===== src/hash_check_cfg.svh =====
// Offsets, field positions, reset values and the digest word count of the check block.
//
// Functional notes
// - Compare computed digest with expected one; a failure may raise an interrupt.
// - Source selector 1 takes the expected digest from the internal store.
// - The internal store can never be read back by software.
// - Selector 2 captures expected digest from input words after the message.
// - Only the programmed number of 32-bit words is compared; a count of 0 or above 8 compares all 8.
// - The outcome shows in a result-state field of the status register.
// - Completion of the comparison raises an interrupt when enabled.
// - Done flag and interrupt come several cycles after the result-ready flag.
`ifndef HASH_CHECK_CFG_SVH
`define HASH_CHECK_CFG_SVH

// ****************************************************************
// Register byte offsets
// ****************************************************************
`define OFS_MODE 8'h00
`define OFS_IRQ_MASK 8'h04
`define OFS_IRQ_STAT 8'h08
`define OFS_STORE_DATA 8'h0c
`define OFS_STORE_PTR 8'h10
`define OFS_INPUT_WORDS 8'h14

// ****************************************************************
// Field positions
// ****************************************************************
`define MODE_SRC_LSB 0
`define MODE_CNT_LSB 4
`define MODE_HMAC_BIT 8
`define MODE_DBUF_BIT 16
`define STAT_READY_BIT 0
`define STAT_DONE_BIT 1
`define STAT_FAIL_BIT 2
`define STAT_RES_LSB 8

// ****************************************************************
// Reset values and counts
// ****************************************************************
`define MODE_RESET 32'h0000_0000
`define MASK_RESET 3'h0
`define DIGEST_WORDS 4'h8

`endif


===== src/hash_check_pkg.sv =====
// Types shared by the digest check block.
package hash_check_pkg;

   typedef enum logic [1:0] {
      ST_IDLE = 2'b00,
      ST_READ = 2'b01,
      ST_CHECK = 2'b10,
      ST_DONE = 2'b11
   } cmp_state_t;

   typedef enum logic [1:0] {
      SRC_OFF = 2'b00,
      SRC_STORE = 2'b01,
      SRC_INPUT = 2'b10,
      SRC_RSVD = 2'b11
   } src_t;

   typedef enum logic [1:0] {
      RES_NONE = 2'b00,
      RES_PASS = 2'b01,
      RES_FAIL = 2'b10,
      RES_RSVD = 2'b11
   } result_t;

endpackage


===== src/hash_result_auto_compare.sv =====
// Digest auto-check: compares the hash result with an expected digest.
//
// The AHB-Lite slave port and the register offsets were decided locally.
`timescale 1ns/1ps
`include "hash_check_cfg.svh"
module hash_result_auto_compare (
   // Clock and reset
   input wire logic mclk,
   input wire logic nrst,
   // AHB-Lite slave
   input wire logic hsel,
   input wire logic [31:0] haddr,
   input wire logic [1:0] htrans,
   input wire logic hwrite,
   input wire logic [2:0] hsize,
   input wire logic [31:0] hwdata,
   input wire logic hready,
   output logic hreadyout,
   output logic hresp,
   output logic [31:0] hrdata,
   // Hash core side
   input wire logic [255:0] digest,
   input wire logic digest_valid,
   input wire logic msg_end,
   output logic [31:0] in_word,
   output logic in_word_valid,
   output logic hmac_select,
   output logic double_buffer_enable,
   // Interrupt
   output logic irq
);

   // ****************************************************************
   // Bus slave
   // ****************************************************************
   logic ap_valid_r, ap_valid_nxt;
   logic ap_write_r, ap_write_nxt;
   logic [7:0] ap_addr_r, ap_addr_nxt;
   logic rd_wait_r, rd_wait_nxt;
   logic [31:0] hrdata_r, hrdata_nxt;
   logic take, wr, rd_first;
   logic [31:0] rd_mux;

   // ****************************************************************
   // Registers and check state
   // ****************************************************************
   hash_check_pkg::src_t src_r, src_nxt;
   logic [3:0] cnt_r, cnt_nxt;
   logic hmac_r, hmac_nxt;
   logic dbuf_r, dbuf_nxt;
   logic [2:0] mask_r, mask_nxt;
   logic [2:0] stat_r, stat_nxt;
   hash_check_pkg::result_t res_r, res_nxt;
   logic [2:0] sptr_r, sptr_nxt;
   logic [3:0] cap_cnt_r, cap_cnt_nxt;
   logic armed_r, armed_nxt;
   logic pend_r, pend_nxt;
   hash_check_pkg::cmp_state_t st_r, st_nxt;
   logic [2:0] idx_r, idx_nxt;
   logic fail_r, fail_nxt;
   logic [255:0] digest_r, digest_nxt;
   logic [31:0] in_word_r, in_word_nxt;
   logic in_word_valid_r, in_word_valid_nxt;
   logic irq_r, irq_nxt;
   logic [3:0] cnt_eff;
   logic store_we, cap_we, last_word, start;
   logic [2:0] set_bits, clr_bits;
   logic [31:0] store_rd, cap_rd, exp_word, dig_word;

   assign take = hsel && htrans[1] && hready;
   assign wr = ap_valid_r && ap_write_r;
   assign rd_first = ap_valid_r && !ap_write_r && !rd_wait_r;
   assign hreadyout = !rd_first;
   assign hresp = 1'b0;
   assign hrdata = hrdata_r;

   // Reads take one wait state so that read data always come from a flop.
   always_comb begin
      ap_valid_nxt = ap_valid_r;
      ap_write_nxt = ap_write_r;
      ap_addr_nxt = ap_addr_r;
      rd_wait_nxt = rd_first;
      hrdata_nxt = hrdata_r;
      if (hreadyout) begin
         ap_valid_nxt = take;
         ap_write_nxt = hwrite;
         ap_addr_nxt = haddr[7:0];
      end
      if (rd_first) begin
         hrdata_nxt = rd_mux;
      end
   end

   // Unmapped offsets and the store data port read as zero.
   always_comb begin
      unique case (ap_addr_r)
         `OFS_MODE: rd_mux = {15'h0000, dbuf_r, 7'h00, hmac_r, cnt_r,
                              2'b00, src_r};
         `OFS_IRQ_MASK: rd_mux = {29'h0000_0000, mask_r};
         `OFS_IRQ_STAT: rd_mux = {22'h00_0000, res_r, 5'h00, stat_r};
         `OFS_STORE_PTR: rd_mux = {29'h0000_0000, sptr_r};
         default: rd_mux = 32'h0000_0000;
      endcase
   end

   // ****************************************************************
   // Software registers and status
   // ****************************************************************
   assign cnt_eff = (cnt_r == 4'h0 || cnt_r > `DIGEST_WORDS) ?
                    `DIGEST_WORDS : cnt_r;
   assign store_we = wr && ap_addr_r == `OFS_STORE_DATA;
   assign cap_we = wr && ap_addr_r == `OFS_INPUT_WORDS && armed_r &&
                   src_r == hash_check_pkg::SRC_INPUT;

   always_comb begin
      src_nxt = src_r;
      cnt_nxt = cnt_r;
      hmac_nxt = hmac_r;
      dbuf_nxt = dbuf_r;
      mask_nxt = mask_r;
      sptr_nxt = sptr_r;
      clr_bits = 3'h0;
      if (wr && ap_addr_r == `OFS_MODE) begin
         src_nxt = hash_check_pkg::src_t'(hwdata[`MODE_SRC_LSB +: 2]);
         cnt_nxt = hwdata[`MODE_CNT_LSB +: 4];
         hmac_nxt = hwdata[`MODE_HMAC_BIT];
         dbuf_nxt = hwdata[`MODE_DBUF_BIT];
      end
      if (wr && ap_addr_r == `OFS_IRQ_MASK) begin
         mask_nxt = hwdata[2:0];
      end
      if (wr && ap_addr_r == `OFS_IRQ_STAT) begin
         clr_bits = hwdata[2:0];
      end
      if (wr && ap_addr_r == `OFS_STORE_PTR) begin
         sptr_nxt = hwdata[2:0];
      end else if (store_we) begin
         sptr_nxt = sptr_r + 3'h1;
      end
      // A hardware set in the clearing cycle wins.
      stat_nxt = (stat_r & ~clr_bits) | set_bits;
      irq_nxt = |(stat_nxt & mask_nxt);
   end

   // ****************************************************************
   // Expected digest capture and message forwarding
   // ****************************************************************
   always_comb begin
      cap_cnt_nxt = cap_cnt_r;
      armed_nxt = armed_r;
      in_word_nxt = in_word_r;
      in_word_valid_nxt = 1'b0;
      digest_nxt = digest_valid ? digest : digest_r;
      if (msg_end) begin
         armed_nxt = 1'b1;
         cap_cnt_nxt = 4'h0;
      end else if (cap_we) begin
         cap_cnt_nxt = cap_cnt_r + 4'h1;
         armed_nxt = (cap_cnt_r + 4'h1) != cnt_eff;
      end
      if (wr && ap_addr_r == `OFS_INPUT_WORDS && !cap_we) begin
         in_word_nxt = hwdata;
         in_word_valid_nxt = 1'b1;
      end
   end

   // ****************************************************************
   // Comparison sequencer
   // ****************************************************************
   assign last_word = {1'b0, idx_r} == cnt_eff - 4'h1;
   assign start = st_r == hash_check_pkg::ST_IDLE && pend_r &&
                  (src_r == hash_check_pkg::SRC_STORE ||
                   (src_r == hash_check_pkg::SRC_INPUT && !armed_r &&
                    cap_cnt_r == cnt_eff));
   assign exp_word = (src_r == hash_check_pkg::SRC_STORE) ?
                     store_rd : cap_rd;
   assign dig_word = digest_r[{idx_r, 5'h00} +: 32];

   always_comb begin
      st_nxt = st_r;
      idx_nxt = idx_r;
      fail_nxt = fail_r;
      res_nxt = res_r;
      pend_nxt = pend_r;
      set_bits = 3'h0;
      if (digest_valid) begin
         set_bits[`STAT_READY_BIT] = 1'b1;
      end
      unique case (st_r)
         hash_check_pkg::ST_IDLE: begin
            if (start) begin
               st_nxt = hash_check_pkg::ST_READ;
               idx_nxt = 3'h0;
               fail_nxt = 1'b0;
               pend_nxt = 1'b0;
            end
         end
         hash_check_pkg::ST_READ: begin
            st_nxt = hash_check_pkg::ST_CHECK;
         end
         hash_check_pkg::ST_CHECK: begin
            if (exp_word != dig_word) begin
               fail_nxt = 1'b1;
            end
            if (last_word) begin
               st_nxt = hash_check_pkg::ST_DONE;
            end else begin
               idx_nxt = idx_r + 3'h1;
               st_nxt = hash_check_pkg::ST_READ;
            end
         end
         hash_check_pkg::ST_DONE: begin
            st_nxt = hash_check_pkg::ST_IDLE;
            set_bits[`STAT_DONE_BIT] = 1'b1;
            set_bits[`STAT_FAIL_BIT] = fail_r;
            res_nxt = fail_r ? hash_check_pkg::RES_FAIL :
                      hash_check_pkg::RES_PASS;
         end
      endcase
      if (digest_valid && (src_r == hash_check_pkg::SRC_STORE ||
                           src_r == hash_check_pkg::SRC_INPUT)) begin
         pend_nxt = 1'b1;
      end
   end

   word_store u_internal_store (
      .mclk(mclk),
      .nrst(nrst),
      .we(store_we),
      .waddr(sptr_r),
      .wdata(hwdata),
      .raddr(idx_r),
      .rdata_r(store_rd)
   );

   word_store u_expected_capture (
      .mclk(mclk),
      .nrst(nrst),
      .we(cap_we),
      .waddr(cap_cnt_r[2:0]),
      .wdata(hwdata),
      .raddr(idx_r),
      .rdata_r(cap_rd)
   );

   assign in_word = in_word_r;
   assign in_word_valid = in_word_valid_r;
   assign hmac_select = hmac_r;
   assign double_buffer_enable = dbuf_r;
   assign irq = irq_r;

   always_ff @(posedge mclk) begin
      if (!nrst) begin
         ap_valid_r <= 1'b0;
         ap_write_r <= 1'b0;
         ap_addr_r <= 8'h00;
         rd_wait_r <= 1'b0;
         hrdata_r <= 32'h0000_0000;
         src_r <= hash_check_pkg::SRC_OFF;
         cnt_r <= 4'h0;
         hmac_r <= 1'b0;
         dbuf_r <= 1'b0;
         mask_r <= `MASK_RESET;
         stat_r <= 3'h0;
         res_r <= hash_check_pkg::RES_NONE;
         sptr_r <= 3'h0;
         cap_cnt_r <= 4'h0;
         armed_r <= 1'b0;
         pend_r <= 1'b0;
         st_r <= hash_check_pkg::ST_IDLE;
         idx_r <= 3'h0;
         fail_r <= 1'b0;
         digest_r <= 256'h0;
         in_word_r <= 32'h0000_0000;
         in_word_valid_r <= 1'b0;
         irq_r <= 1'b0;
      end else begin
         ap_valid_r <= ap_valid_nxt;
         ap_write_r <= ap_write_nxt;
         ap_addr_r <= ap_addr_nxt;
         rd_wait_r <= rd_wait_nxt;
         hrdata_r <= hrdata_nxt;
         src_r <= src_nxt;
         cnt_r <= cnt_nxt;
         hmac_r <= hmac_nxt;
         dbuf_r <= dbuf_nxt;
         mask_r <= mask_nxt;
         stat_r <= stat_nxt;
         res_r <= res_nxt;
         sptr_r <= sptr_nxt;
         cap_cnt_r <= cap_cnt_nxt;
         armed_r <= armed_nxt;
         pend_r <= pend_nxt;
         st_r <= st_nxt;
         idx_r <= idx_nxt;
         fail_r <= fail_nxt;
         digest_r <= digest_nxt;
         in_word_r <= in_word_nxt;
         in_word_valid_r <= in_word_valid_nxt;
         irq_r <= irq_nxt;
      end
   end

   logic [3:0] checked_r;
   always_ff @(posedge mclk) begin
      if (!nrst || st_r == hash_check_pkg::ST_IDLE) begin
         checked_r <= 4'h0;
      end else if (st_r == hash_check_pkg::ST_CHECK) begin
         checked_r <= checked_r + 4'h1;
      end
   end
endmodule


===== src/word_store.sv =====
// Eight-word store with one write port and a registered read port.
`timescale 1ns/1ps
module word_store (
   // Clock and reset
   input wire logic mclk,
   input wire logic nrst,
   // Write port
   input wire logic we,
   input wire logic [2:0] waddr,
   input wire logic [31:0] wdata,
   // Read port
   input wire logic [2:0] raddr,
   output logic [31:0] rdata_r
);

   logic [31:0] mem [0:7];
   logic [31:0] rdata_nxt;

   always_comb begin
      rdata_nxt = mem[raddr];
   end

   always_ff @(posedge mclk) begin
      if (we) begin
         mem[waddr] <= wdata;
      end
   end

   always_ff @(posedge mclk) begin
      if (!nrst) begin
         rdata_r <= 32'h0000_0000;
      end else begin
         rdata_r <= rdata_nxt;
      end
   end

endmodule


===== config.mk =====
export PLATFORM = sky130hd
export DESIGN_NAME = hash_result_auto_compare
export DESIGN_NICKNAME = d
export VERILOG_FILES = /design/src/hash_check_pkg.sv /design/src/hash_result_auto_compare.sv /design/src/word_store.sv
export VERILOG_INCLUDE_DIRS = /design/src
export SDC_FILE = /design/constraint.sdc
export NUM_CORES = 1
export LEC_CHECK = 0
export ABC_AREA = 1
export BUFFER_PORTS_ARGS = -buffer_cell sky130_fd_sc_hd__buf_4
export CAP_MARGIN = 20
export CORE_MARGIN = 4
export CORE_UTILIZATION = 30
export CTS_BUF_LIST = sky130_fd_sc_hd__clkbuf_4 sky130_fd_sc_hd__clkbuf_8
export DETAILED_ROUTE_END_ITERATION = 10
export PLACE_DENSITY_LB_ADDON = 0.05
export SETUP_SLACK_MARGIN = 0.15
export SYNTH_ARGS = -nofsm -noshare
export SYNTH_HDL_FRONTEND = slang
export SYNTH_SLANG_ARGS = --single-unit

===== constraint.sdc =====
create_clock -name mclk -period 8.6 [get_ports mclk]
set_input_delay 1.29 -clock mclk [delete_from_list [all_inputs] [get_ports mclk]]
set_output_delay 1.29 -clock mclk [all_outputs]
set_load 0.1 [all_outputs]

==> metrics.cfg <==
[status]
status = complete, no violations

[die]
die_h_um = 358
core_sq_um = 122000
die_area_sq_um = 128000
die_width_um = 358
num_rows = 128
initial_core_util = 0.302
ioPinCount = 402

[worst_setup_path]
endpoint_kind = register
cp_num_buf_inv = 2
crit_slowest_cell = buf_4
cp_slowest_stage_delay_ps = 790
cp-start-kind = register
arrival_ps = 4650
cp_max_fo = 117
path_class = register to register
cp_common_cell = nand2_1
path_cells = inv_8, buf_4, nand2_1, nand3_1, nand3_1, nand2_1, nand2_1, nand2_1, nand2_1, nor2_1, nand2_1, nor2_1, nand3_1, nand2_1, nand2_1, a21oi_1
critPathTopFamily = simple AND/OR/NAND/NOR gates
cp_data_required_time_ps = 9360

[cells_and_area]
synthToLayoutAreaGrowth_pct = 20.2
post_route_cells_drive_above_1_share = 0.172
post-route-util = 0.363
mostFrequentLayoutCell = o21ai_0
multiInputGateArea_sq_um = 11200
n_fill_cell = 12600
fin_cells = 5909
final_cell_mix = 671 x o21ai_0, 631 x nor2_1, 512 x edfxtp_1
register_area_sq_um = 23500
final_area_sq_um = 44300
fin_nets = 4472

[clock_tree]
cts_tree = built
clock_latency_ps = 840
numCtsBuffers = 167
clock_sinks = 918
cts_hold_buf = 0
htreeDepth = 4
cts_resized = 0
post_cts_buffers = 0
clock_path_buffers = 3
clk_pin_slew_ps = 60
root_buffer = clkbuf_8

[power_and_ir_drop]
p_leak_uw = 0.0169
switching_power_uw = 2270
p_int_uw = 7270
p_clk_frac = 0.447
share_seq_of_total_power = 0.498
p_sw_frac = 0.238
p_per_area_nw_per_um2 = 215
combinationalPowerShare = 0.055
vdd_drop_max_v = 0.000151

[global_routing]
grt_pass1_wl_mm = 190
grt_pass1_vias = 27100
overflow = 0
grt_max_degree = 168
grtUsageTotal = 0.203
antenna_found_initial = 13

[logic_synthesis]
ys_types = 37
avgSynthCellArea_sq_um = 9.60
syn_inst = 3834
yosysSeqAreaShare = 0.638
syn_area_sq_um = 36800
netlist.area_leader.share = 0.418
yosysWarnings = 0
synth_area_leaders = edfxtp_1 42%, dfxtp_1 22%, o21ai_0 9.1%
ys_seq_elements = 918
yosysTopAreaCell = edfxtp_1

[job]
maxCapViolCount = 0

[sta]
finalClockSkew_ps = 32.0
rsz0062_at_grt = no
holdWs_ps = 450
min_period_ps = 3900
max_freq_ghz = 0.257
hold_viol = 0
setup_viol = 0
slew_viol_final = 0
slew_headroom = 0.258
worst_pin_slew_ps = 1100
setup_tns_ps = 0
fin_crit_sh = 0.453

[place]
placed_cell_area_sq_um = 40800
portBuffers = 350
dp.cells = 5590
hpwl_mm = 80.4
place_congestion = 0.800

[routing]
vias = 28300
initialDrtViolationCount = 2056
wl_per_cell_um = 22.8
post_drt_via_cell_ratio = 4.79
ant_nets = 0
routed_wl_mm = 135
drc = 0
firstDrtPassIters = 5

[hold_path]
min_path_type = register to register

[worst register-to-register path: cells and delay by family, from the launching register on]
family / cells / cell delay (ps)
flip-flops: 1 / 560
buffers and inverters: 2 / 1500
AND/OR/NAND/NOR: 13 / 1670
AO/OA/AOI/OAI: 1 / 110
[cell usage after synthesis (all sizes together)]
cell type,n
a21oi,248
o211ai,45
ha,6
inv,266
nand4,3
mux2i,10
buf,98
dfxtp,406
xor2,7
nand2,376
conb,1
nand3,162
a22oi,1
xnor2,3
o22ai,65
clkinv,1
a221oi,1
nand3b,9
nor2,634
o221ai,1
o21ai,674
a31oi,65
a21o,2
or2,22
a22o,1
clkbuf,190
nor3,21
o2111ai,1
a211oi,3
edfxtp,512
[sequential cells by signal, summed over array words and instances (netlist names), 2 cells and up]
register                    flops
hrdata                         10
u_internal_store.mem          256
res_r                           2
cap_cnt_r                       4
u_expected_capture.mem        256
idx_r                           3
src_r                           2
u_internal_store.rdata_r       32
mask_r                          3
sptr_r                          3
stat_r                          3
in_word                        32
st_r                            2
ap_addr_r                       8
digest_r                      256
u_expected_capture.rdata_r     32
cnt_r                           4
[path summary, 6_finish.rpt]
check / cells after the start / startpoint / to / slack, ps
min reg2reg: 2 / digest_r[147] / digest_r[147] / 450
max reg2reg: 16 / idx_r[0] / fail_r / 4700
max: 16 / idx_r[0] / fail_r / 4700
min: 2 / digest_r[147] / digest_r[147] / 450
[power by group through the flow]
stage                     clock network, uW  logic, uW  registers (uW)
after floorplan                           0        276            4840
after global placement                    0        532            4840
after detailed placement                  0        534            4840
after CTS                              4410        537            4750
after global routing                   4610        585            4760
final                                  4260        527            4750
[metrics by stage]
step                worst slack, ps  power, uW
floorplan                      4580       5110
global route                   4390       9950
global placement               4520       5370
CTS                            4480       9700
detailed placement             4490       5380
finish                         4700       9540
[routing by layer]
layer / vias to the layer above / wire length, um / GRT usage
li1: 13800 / - / -
met2: 677 / 64600 / 0.341
met5: - / 48 / 0
met4: 8 / 4240 / 0.0734
met1: 13700 / 58900 / 0.263
met3: 177 / 6930 / 0.0366
[cell families (layout without fill, tap and decap cells)]
logic type | Yosys count | after routing | share of synthesized area
adder cells (fa/ha/maj) | 6 | 6 | 0.00204
AND/OR/NAND/NOR | 1227 | 1227 | 0.134
AO/OA/AOI/OAI | 1107 | 1107 | 0.159
flip-flops | 918 | 918 | 0.638
multiplexers | 10 | 10 | 0.00272
other | 1 | 31 | 0.000102
XOR/XNOR | 10 | 10 | 0.00238
buffers and inverters | 555 | 975 | 0.0615
[cell type report]
cell class	count	share of cell area
Sequential cell	918	0.531
Clock inverter	44	0.00687
Tap cell	1625	0.0459
Clock buffer	267	0.0706
Antenna cell	8	0.000452
Multi-Input combinational cell	2383	0.254
Inverter	267	0.0231
Timing Repair Buffer	397	0.0683
(Power assumes the default switching activity.)
